$ cat config.mk
export PLATFORM = sky130hd
export DESIGN_NAME = cpc_config_port
export DESIGN_NICKNAME = d
export VERILOG_FILES = /design/src/hw/cpc_config_port.v
export VERILOG_INCLUDE_DIRS = /design/src /design/src/hw
export SDC_FILE = /design/constraint.sdc
export NUM_CORES = 1
export LEC_CHECK = 0
export BUFFER_PORTS_ARGS = -buffer_cell sky130_fd_sc_hd__buf_2
export CAP_MARGIN = 10
export CORE_MARGIN = 5
export CORE_UTILIZATION = 60
export CTS_BUF_LIST = sky130_fd_sc_hd__clkbuf_2
export DETAILED_ROUTE_END_ITERATION = 8
export PLACE_DENSITY = 0.78
export SLEW_MARGIN = 20
export SYNTH_ARGS = -nofsm -noshare
export SYNTH_HDL_FRONTEND = slang
export SYNTH_SLANG_ARGS = --single-unit
$ cat constraint.sdc
create_clock -name sys_clk -period 3.35 [get_ports sys_clk]
set_input_delay 0.1675 -clock sys_clk [delete_from_list [all_inputs] [get_ports sys_clk]]
set_output_delay 0.1675 -clock sys_clk [all_outputs]
set_load 0.01 [all_outputs]
$ cat src/hw/cpc_map.vh
`ifndef CPC_MAP_VH
`define CPC_MAP_VH

// ----------------------------------------------------------------
// configuration mode codes on the mode pins
// ----------------------------------------------------------------
`define CPC_MODE_MSER    3'h0
`define CPC_MODE_SSER    3'h1
`define CPC_MODE_MPAR    3'h2
`define CPC_MODE_SPAR    3'h3
`define CPC_MODE_PERI    3'h4

// ----------------------------------------------------------------
// widths, defaults and reset values
// ----------------------------------------------------------------
`define CPC_ADDR_W       20
`define CPC_DATA_W       8
`define CPC_CNT_W        16
`define CPC_PREAMBLE     8'hA5
`define CPC_FRAME_LEN    16'h0010
`define CPC_BIT_LAST     3'h7
`define CPC_BIT_ZERO     3'h0
`define CPC_BYTE_ZERO    8'h00
`define CPC_ADDR_ZERO    20'h0_0000
`define CPC_ADDR_STEP    20'h0_0001
`define CPC_CNT_ZERO     16'h0000
`define CPC_CNT_STEP     16'h0001
`define CPC_BIT_STEP     3'h1

`endif

$ cat src/hw/cpc_config_port.v
// Function
// - low flag driven low throughout the configuration state.
// - after completion all configuration pins released to user logic.
// - error line pulled low on checksum mismatch or bad preamble.
// - after error wait in the error state until a restart is seen and program and reset are both high.
// - error line returns high when configuration resumes.
// - weak pull-up on error line enabled while configuring.
// - float input high: user pins high impedance, pull-downs on.
// - peripheral mode selected only when both active-low low, select high.
// - master parallel mode drives twenty-bit address to memory.
// - parallel modes take configuration data as eight-bit bytes.
// - serial data forwarded on chain output during configuration.
// - chain output changes only on falling configuration clock edge.
// - high flag driven high throughout the configuration state.
// - serial modes shift input bit on clock; parallel uses it as bit 0.
`timescale 1ns/1ns
`default_nettype none
`include "cpc_map.vh"

module cpc_config_port #(
  parameter                      ADDR_W    = `CPC_ADDR_W,
  parameter                      DATA_W    = `CPC_DATA_W,
  parameter [`CPC_DATA_W-1:0]    PREAMBLE  = `CPC_PREAMBLE,
  parameter [`CPC_CNT_W-1:0]     FRAME_LEN = `CPC_FRAME_LEN
) (
  input  wire                    sys_clk,
  input  wire                    rst_b,
  input  wire                    config_clock,
  input  wire                    program_request_n,
  input  wire                    device_reset_n,
  input  wire                    global_float_request,
  input  wire                    select_low_n,
  input  wire                    select_high,
  input  wire                    write_strobe_n,
  input  wire [2:0]              mode_select,
  input  wire                    serial_data_in,
  input  wire [DATA_W-1:1]       parallel_data_hi,
  output reg                     config_active_low_flag,
  output reg                     config_active_low_oe_n,
  output reg                     config_active_high_flag,
  output reg                     config_active_high_oe_n,
  output reg                     integrity_error_n,
  output reg                     integrity_error_oe_n,
  output reg                     integrity_error_pullup,
  output reg  [ADDR_W-1:0]       config_address,
  output reg                     config_address_oe_n,
  output reg                     chain_data_out,
  output reg                     chain_data_oe_n,
  output reg                     user_io_float,
  output reg                     user_io_pulldown,
  output reg                     config_done
);

  // ----------------------------------------------------------------
  // states
  // ----------------------------------------------------------------
  localparam [1:0] ST_INIT = 2'h0;
  localparam [1:0] ST_LOAD = 2'h1;
  localparam [1:0] ST_ERR  = 2'h2;
  localparam [1:0] ST_USER = 2'h3;

  localparam [1:0] PH_PRE  = 2'h0;
  localparam [1:0] PH_DATA = 2'h1;
  localparam [1:0] PH_SUM  = 2'h2;

  localparam SYNC_W = DATA_W + 10;

  // ----------------------------------------------------------------
  // two-stage synchronisers for every pin input
  // ----------------------------------------------------------------
  wire [SYNC_W-1:0] raw_in;
  reg  [SYNC_W-1:0] sync1;
  reg  [SYNC_W-1:0] sync2;
  reg               config_clock_prev;

  assign raw_in = {config_clock, program_request_n, device_reset_n,
                   global_float_request, select_low_n, select_high,
                   write_strobe_n, mode_select, parallel_data_hi,
                   serial_data_in};

  // sync stages
  always @(posedge sys_clk or negedge rst_b) begin
    if (!rst_b) begin
      sync1     <= {SYNC_W{1'b0}};
      sync2     <= {SYNC_W{1'b0}};
      config_clock_prev <= 1'b0;
    end else begin
      sync1     <= raw_in;
      sync2     <= sync1;
      config_clock_prev <= sync2[SYNC_W-1];
    end
  end

  wire              s_config_clock   = sync2[SYNC_W-1];
  wire              s_prog_n = sync2[SYNC_W-2];
  wire              s_rst_n  = sync2[SYNC_W-3];
  wire              s_float  = sync2[SYNC_W-4];
  wire              s_cs0_n  = sync2[SYNC_W-5];
  wire              s_cs1    = sync2[SYNC_W-6];
  wire              s_wr_n   = sync2[SYNC_W-7];
  wire [2:0]        s_mode   = sync2[SYNC_W-8:SYNC_W-10];
  wire [DATA_W-1:0] s_byte   = sync2[DATA_W-1:0]; // serial input is bit 0
  wire              s_din    = sync2[0];

  wire config_clock_rise = s_config_clock & ~config_clock_prev;
  wire config_clock_fall = ~s_config_clock & config_clock_prev;

  // ----------------------------------------------------------------
  // byte capture per mode
  // ----------------------------------------------------------------
  wire serial_mode = (s_mode == `CPC_MODE_MSER) | (s_mode == `CPC_MODE_SSER);
  wire selected    = ~s_cs0_n & ~s_wr_n & s_cs1;
  wire par_take    = ((s_mode == `CPC_MODE_MPAR) | (s_mode == `CPC_MODE_SPAR) |
                      ((s_mode == `CPC_MODE_PERI) & selected)) & config_clock_rise;

  reg  [1:0]        state;
  reg  [1:0]        next_state;
  reg  [1:0]        phase;
  reg  [2:0]        bit_cnt;
  reg  [DATA_W-1:0] shifter;
  reg  [DATA_W-1:0] checksum;
  reg  [`CPC_CNT_W-1:0] byte_cnt;
  reg               restart_seen;

  wire loading     = (state == ST_LOAD);
  wire ser_take    = serial_mode & config_clock_rise & loading;
  wire ser_full    = ser_take & (bit_cnt == `CPC_BIT_LAST);
  wire byte_valid  = loading & (ser_full | (par_take & ~serial_mode));
  wire [DATA_W-1:0] byte_val = serial_mode ? {shifter[DATA_W-2:0], s_din} : s_byte;

  wire pre_bad  = byte_valid & (phase == PH_PRE) & (byte_val != PREAMBLE);
  wire sum_bad  = byte_valid & (phase == PH_SUM) & (byte_val != checksum);
  wire sum_good = byte_valid & (phase == PH_SUM) & (byte_val == checksum);
  wire restart  = ~s_prog_n | ~s_rst_n;

  // ----------------------------------------------------------------
  // configuration state machine
  // ----------------------------------------------------------------
  always @* begin
    next_state = state;
    case (state)
      ST_INIT: begin
        if (s_prog_n & s_rst_n)
          next_state = ST_LOAD;
      end
      ST_LOAD: begin
        if (restart)
          next_state = ST_INIT;
        else if (pre_bad | sum_bad)
          next_state = ST_ERR;
        else if (sum_good)
          next_state = ST_USER;
      end
      ST_ERR: begin
        if (restart_seen & s_prog_n & s_rst_n)
          next_state = ST_LOAD;
      end
      ST_USER: begin
        if (restart)
          next_state = ST_INIT;
      end
      default: next_state = ST_INIT;
    endcase
  end

  // state, restart tracking while held in error
  always @(posedge sys_clk or negedge rst_b) begin
    if (!rst_b) begin
      state        <= ST_INIT;
      restart_seen <= 1'b0;
    end else begin
      state <= next_state;
      if (state != ST_ERR)
        restart_seen <= 1'b0;
      else if (restart)
        restart_seen <= 1'b1;
    end
  end

  // ----------------------------------------------------------------
  // bit assembly, frame phase and running checksum
  // ----------------------------------------------------------------
  always @(posedge sys_clk or negedge rst_b) begin
    if (!rst_b) begin
      bit_cnt  <= `CPC_BIT_ZERO;
      shifter  <= `CPC_BYTE_ZERO;
      phase    <= PH_PRE;
      checksum <= `CPC_BYTE_ZERO;
      byte_cnt <= `CPC_CNT_ZERO;
    end else if (!loading) begin
      bit_cnt  <= `CPC_BIT_ZERO;
      shifter  <= `CPC_BYTE_ZERO;
      phase    <= PH_PRE;
      checksum <= `CPC_BYTE_ZERO;
      byte_cnt <= `CPC_CNT_ZERO;
    end else begin
      if (ser_take) begin
        shifter <= byte_val;
        bit_cnt <= bit_cnt + `CPC_BIT_STEP;
      end
      if (byte_valid) begin
        case (phase)
          PH_PRE: begin
            phase <= PH_DATA;
          end
          PH_DATA: begin
            checksum <= checksum ^ byte_val;
            byte_cnt <= byte_cnt + `CPC_CNT_STEP;
            if (byte_cnt == FRAME_LEN - `CPC_CNT_STEP)
              phase <= PH_SUM;
          end
          default: phase <= PH_PRE;
        endcase
      end
    end
  end

  // ----------------------------------------------------------------
  // pin drivers, all registered
  // ----------------------------------------------------------------
  wire master_par = (s_mode == `CPC_MODE_MPAR);

  always @(posedge sys_clk or negedge rst_b) begin
    if (!rst_b) begin
      config_active_low_flag  <= 1'b1;
      config_active_low_oe_n  <= 1'b1;
      config_active_high_flag <= 1'b0;
      config_active_high_oe_n <= 1'b1;
      integrity_error_n       <= 1'b0;
      integrity_error_oe_n    <= 1'b1;
      integrity_error_pullup  <= 1'b0;
      config_address          <= `CPC_ADDR_ZERO;
      config_address_oe_n     <= 1'b1;
      chain_data_out          <= 1'b0;
      chain_data_oe_n         <= 1'b1;
      user_io_float           <= 1'b0;
      user_io_pulldown        <= 1'b0;
      config_done             <= 1'b0;
    end else begin
      // flags driven while configuring, released in user mode
      config_active_low_flag  <= 1'b0;
      config_active_high_flag <= 1'b1;
      config_active_low_oe_n  <= (next_state == ST_USER);
      config_active_high_oe_n <= (next_state == ST_USER);
      // error line: low drive only, pull-up while not in user mode
      integrity_error_n       <= 1'b0;
      integrity_error_oe_n    <= (next_state != ST_ERR);
      integrity_error_pullup  <= (next_state != ST_USER);
      // address bus only in master parallel loading
      config_address_oe_n     <= ~(master_par & (next_state == ST_LOAD));
      if (!loading)
        config_address <= `CPC_ADDR_ZERO;
      else if (master_par & byte_valid)
        config_address <= config_address + `CPC_ADDR_STEP;
      // chain output follows serial input, moved on falling edges
      chain_data_oe_n <= (next_state == ST_USER);
      if (config_clock_fall & serial_mode)
        chain_data_out <= s_din;
      // global float
      user_io_float    <= s_float;
      user_io_pulldown <= s_float;
      config_done      <= (next_state == ST_USER);
    end
  end

endmodule // cpc_config_port

`default_nettype wire

==> summary by stage <==
STA
Setup repair after global routing left no endpoint under its margin. The maximum clock rate is ~0.35 GHz. The clock tree skew after final layout is approximately 0.043 ns. At the pin with the least slew margin, the transition time is between 0.8 and 0.9 ns. The final period utilization is between 80% and 90%. Summed over all failing endpoints, the final setup total negative slack is 0 ns.

The final number of setup-violating endpoints is 0. The total count of max-transition violations in the final report is 0. The minimum period implied by the final worst setup slack is about 2.8 ns. The hold violation count in the final report is 0. The worst slew margin relative to its limit is around two fifths.

Cells and area
The footprint of the multi-input gates is 1910 sq um. The register area is around 2600 sq um. The diode insertion count for antenna repair is 0. The number of nets in the layout is about 530.

The filler cells instantiated in the layout total between 500 and 600. The share of the core filled with cells is between 60% and 70%. The share of final-layout standard cells stronger than drive strength 1 is between 10% and 20%.

The area added between synthesis and finish is 13.1%.

Global routing
The initial antenna violation count is 0. The global routing stage identified its most utilized layer as met2. Global routing consumed, on the met2 layer, between 30% and 40% of the routing resources. The first global-routing pass estimated around 17,000 microns of wire. Global routing consumed, over all layers together, 21.6% of the routing resources. The number of global-route vias before repair is around 3,700. The routing usage on met1 is between 20% and 30%. In the global route stage, met3 resource usage came out at under 10%. The sum of overflow across all layers after global routing is 0. Entering global routing, the biggest net connects slightly below 50 pins.

Clock tree
The count of H-tree levels built during CTS is 3. The CTS buffer count is 9. The clock root buffer is sky130_fd_sc_hd__clkbuf_2. The clock tree from TritonCTS is built. The post-cts repair resize count is 0.

After clock tree synthesis, the clock-pin slew on the worst setup and hold paths is between 0.3 and 0.4 ns. The maximum root-to-sink buffer count is 2. The total setup buffers inserted after CTS is 0. The hold buffer count at cts is 19.

The clock sink count is 105. The clock latency at the later pin of the worst-skew pair is 0.60 ns.

Worst setup path
The nature of the critical path startpoint is a register. Data on the critical path arrives at its endpoint at approximately 3.4 ns. At the worst endpoint, the required time is 3.89 ns. The worst setup path is captured at a register. Of all nets on the critical path, the largest fanout is 13. The critical setup path kind is register to register.

Logic synthesis
The mapped netlist covers ~4700 sq um. The proportion of synthesized flip-flops having asynchronous set or reset is 100%. Of the synthesized area, sequential elements account for ~56%.

The cell count after synthesis is 442. sky130_fd_sc_hd__dfrtp_1 takes more of the synthesized area than any other cell. The distinct cell type count after synthesis is 60. The share of Yosys cell area claimed by the top area cell type is a little over half. Sorting the synthesized cells by area gives the leading types as sky130_fd_sc_hd__dfrtp_1 (54%), sky130_fd_sc_hd__xnor2_1 (4.3%), sky130_fd_sc_hd__nand2_1 (3.8%), sky130_fd_sc_hd__nor2_1 (2.7%), sky130_fd_sc_hd__a21oi_1 (2.6%).

In the post-synthesis netlist, the cell with the most instances is sky130_fd_sc_hd__dfrtp_1. Yosys printed 0 warnings. Counting flops with a built-in enable in the synthesized netlist gives 0. Dividing the synthesized area by the synthesized cell count gives 10.6 sq um. The flip-flop and latch count after synthesis is approximately 110. The commonest cells after synthesis are sky130_fd_sc_hd__dfrtp_1 (101), sky130_fd_sc_hd__nand2_1 (48), sky130_fd_sc_hd__nor2_1 (34), sky130_fd_sc_hd__a21oi_1 (24), sky130_fd_sc_hd__xnor2_1 (23).

The leading register cell type out of synthesis is sky130_fd_sc_hd__dfrtp_1.

Pwr
The share of total power in the clock network is 28.1%. Of the total power, registers draw 65.6%. The analysis attributes to cell leakage a power of approximately 2.3 nW.

Power spread over the standard cell area amounts to around 380 nW/um^2. Of the total power, combinational logic draws approximately 6.3%. The switching power share of the total is between 20% and 30%. Internal power comes to around 1.5 mW.

For this design the total switching power over the nets is roughly 540 uW. The maximum vdd drop is roughly 450 uV.

Routing
After detailed routing, the total wire length is around 10,000 microns. The first-pass detailed-route iteration total is 4. The number of violations reported at the end of detailed-routing iteration 0 is approximately 190. For this run, design rule violations remaining after detail routing come to 0.

After detailed routing, the average wire length per cell comes to roughly 16 microns. The via count is between 3,000 and 4,000. The ratio of routed vias to standard cells is slightly below 6.

The number of nets with antenna violations after detailed routing is 0.

Placed design
The congestion estimate from routability-driven global placement came to between 0.9 and 1. The detailed placement HPWL is 6890 microns. The count of buffers from port buffering is approximately 50.

Floorplan
The top-level port count is 53. The die span in y is 98.4 microns. The die area is 9690 sq um.

The width of the chip is about 98 microns. The floorplan has 32 rows. The core box area is approximately 7700 sq um. Once the floorplan was initialized, standard cells occupied 61.1% of the core.

Job
The number of maximum-capacitance constraint violations is 0.

Hold path
The type of the most critical hold path is input port to async pin.

Run status
The flow ran to the end, and the final reports show no timing, DRC or antenna violations.
-- registers in the layout (all words and copies together), names as in the netlist, 3 cells and up --
signal	count
config_address	20
sync1	18
sync2	18
byte_cnt	16
checksum	8
shifter	7
bit_cnt	3
-- worst max-delay path, stage by stage (launching register included) --
cell,delay [ns]
sky130_fd_sc_hd__dfrtp_1,0.57
sky130_fd_sc_hd__or4bb_1,0.61
sky130_fd_sc_hd__o22a_1,0.35
sky130_fd_sc_hd__or4_1,0.67
sky130_fd_sc_hd__or4_1,0.44
sky130_fd_sc_hd__a21oi_1,0.15
-- power by group through the flow --
stage               clock [mW]  sequential (mW)  combinational, mW
floorplan                    0             1.34             0.0565
global placement             0             1.34              0.109
detailed placement           0             1.34              0.111
CTS                      0.582             1.32              0.129
global route             0.635             1.33              0.144
finish                   0.565             1.32              0.126
-- cells in the final DEF, fill, tap and decap left out, types with 4 or more instances in the layout --
cell and n:
sky130_fd_sc_hd__dfrtp_1 101, sky130_fd_sc_hd__buf_2 50, sky130_fd_sc_hd__nand2_1 48, sky130_fd_sc_hd__nor2_1 34, sky130_fd_sc_hd__a21oi_1 24, sky130_fd_sc_hd__xnor2_1 23
sky130_fd_sc_hd__dlygate4sd3_1 19, sky130_fd_sc_hd__nand3_1 15, sky130_fd_sc_hd__o21ai_0 12, sky130_fd_sc_hd__or4_1 10, sky130_fd_sc_hd__clkbuf_2 10, sky130_fd_sc_hd__o31ai_1 9
sky130_fd_sc_hd__inv_1 8, sky130_fd_sc_hd__nand4_1 8, sky130_fd_sc_hd__a211oi_1 8, sky130_fd_sc_hd__buf_4 7, sky130_fd_sc_hd__nor3b_1 6, sky130_fd_sc_hd__nor4_1 6
sky130_fd_sc_hd__or3_1 6, sky130_fd_sc_hd__and3_1 6, sky130_fd_sc_hd__nor4b_1 5, sky130_fd_sc_hd__and2_1 5, sky130_fd_sc_hd__xor2_1 5, sky130_fd_sc_hd__o21a_1 5
sky130_fd_sc_hd__a221oi_1 4, sky130_fd_sc_hd__a2111oi_0 4, sky130_fd_sc_hd__nand3b_1 4, sky130_fd_sc_hd__ha_1 4, sky130_fd_sc_hd__dfstp_2 4
-- layer usage --
metal  up-vias  routed length [microns]
met5         -                        0
met4         0                      132
met3        17                      530
met2        91                     5100
met1      1783                     4260
li1       1716                        -
-- through the flow --
| step | total power [mW] | worst slack, ns | cell area, sq um | std cells | hold WS [ns] |
|---|---|---|---|---|---|
| floorplan | 1.39 | 0.862 | 4700 | 443 | -0.128 |
| global placement | 1.45 | 0.711 | 5010 | 576 | 0.218 |
| detailed placement | 1.45 | 0.598 | 5010 | 576 | 0.221 |
| CTS | 2.03 | 0.523 | 5310 | 611 | 0.0392 |
| global route | 2.10 | 0.378 | 5310 | 611 | 0.0229 |
| finish | 2.01 | 0.515 | 5310 | 611 | 0.0660 |
-- path summary, 6_finish.rpt --
path	cells after the start	slack (ns)	end	startpoint
max reg2reg	5	0.52	config_address[17]$_DFFE_PN0P_	sync2[9]$_DFF_PN0_
min in group sys_clk	2	0.16	sync1[4]$_DFF_PN0_	parallel_data_hi[4]
min	2	0.07	config_address[1]$_DFFE_PN0P_	rst_b
max in group asynchronous	3	2.45	shifter[0]$_DFFE_PN0P_	rst_b
min reg2reg	0	0.38	sync2[17]$_DFF_PN0_	sync1[17]$_DFF_PN0_
max	5	0.52	config_address[17]$_DFFE_PN0P_	sync2[9]$_DFF_PN0_
-- kinds of logic after synthesis --
family	after synthesis	share of synthesized area (%)
simple gates	175	20.2
flops	105	56.1
xor+xnor	28	5.23
compound gates	92	13.5
buf+inv	34	3.23
other cells	2	0.160
mux	2	0.453
fa+ha+maj	4	1.07
-- area by class of cell --
type	instances	share of cell area, %
sequential	105	49.6
multi-input combinational	304	36.1
timing repair buffer	76	9.29
tap	102	2.41
clock inverter	6	1.13
clock buffer	10	0.943
inverter	8	0.566
(Power assumes the default switching activity.)
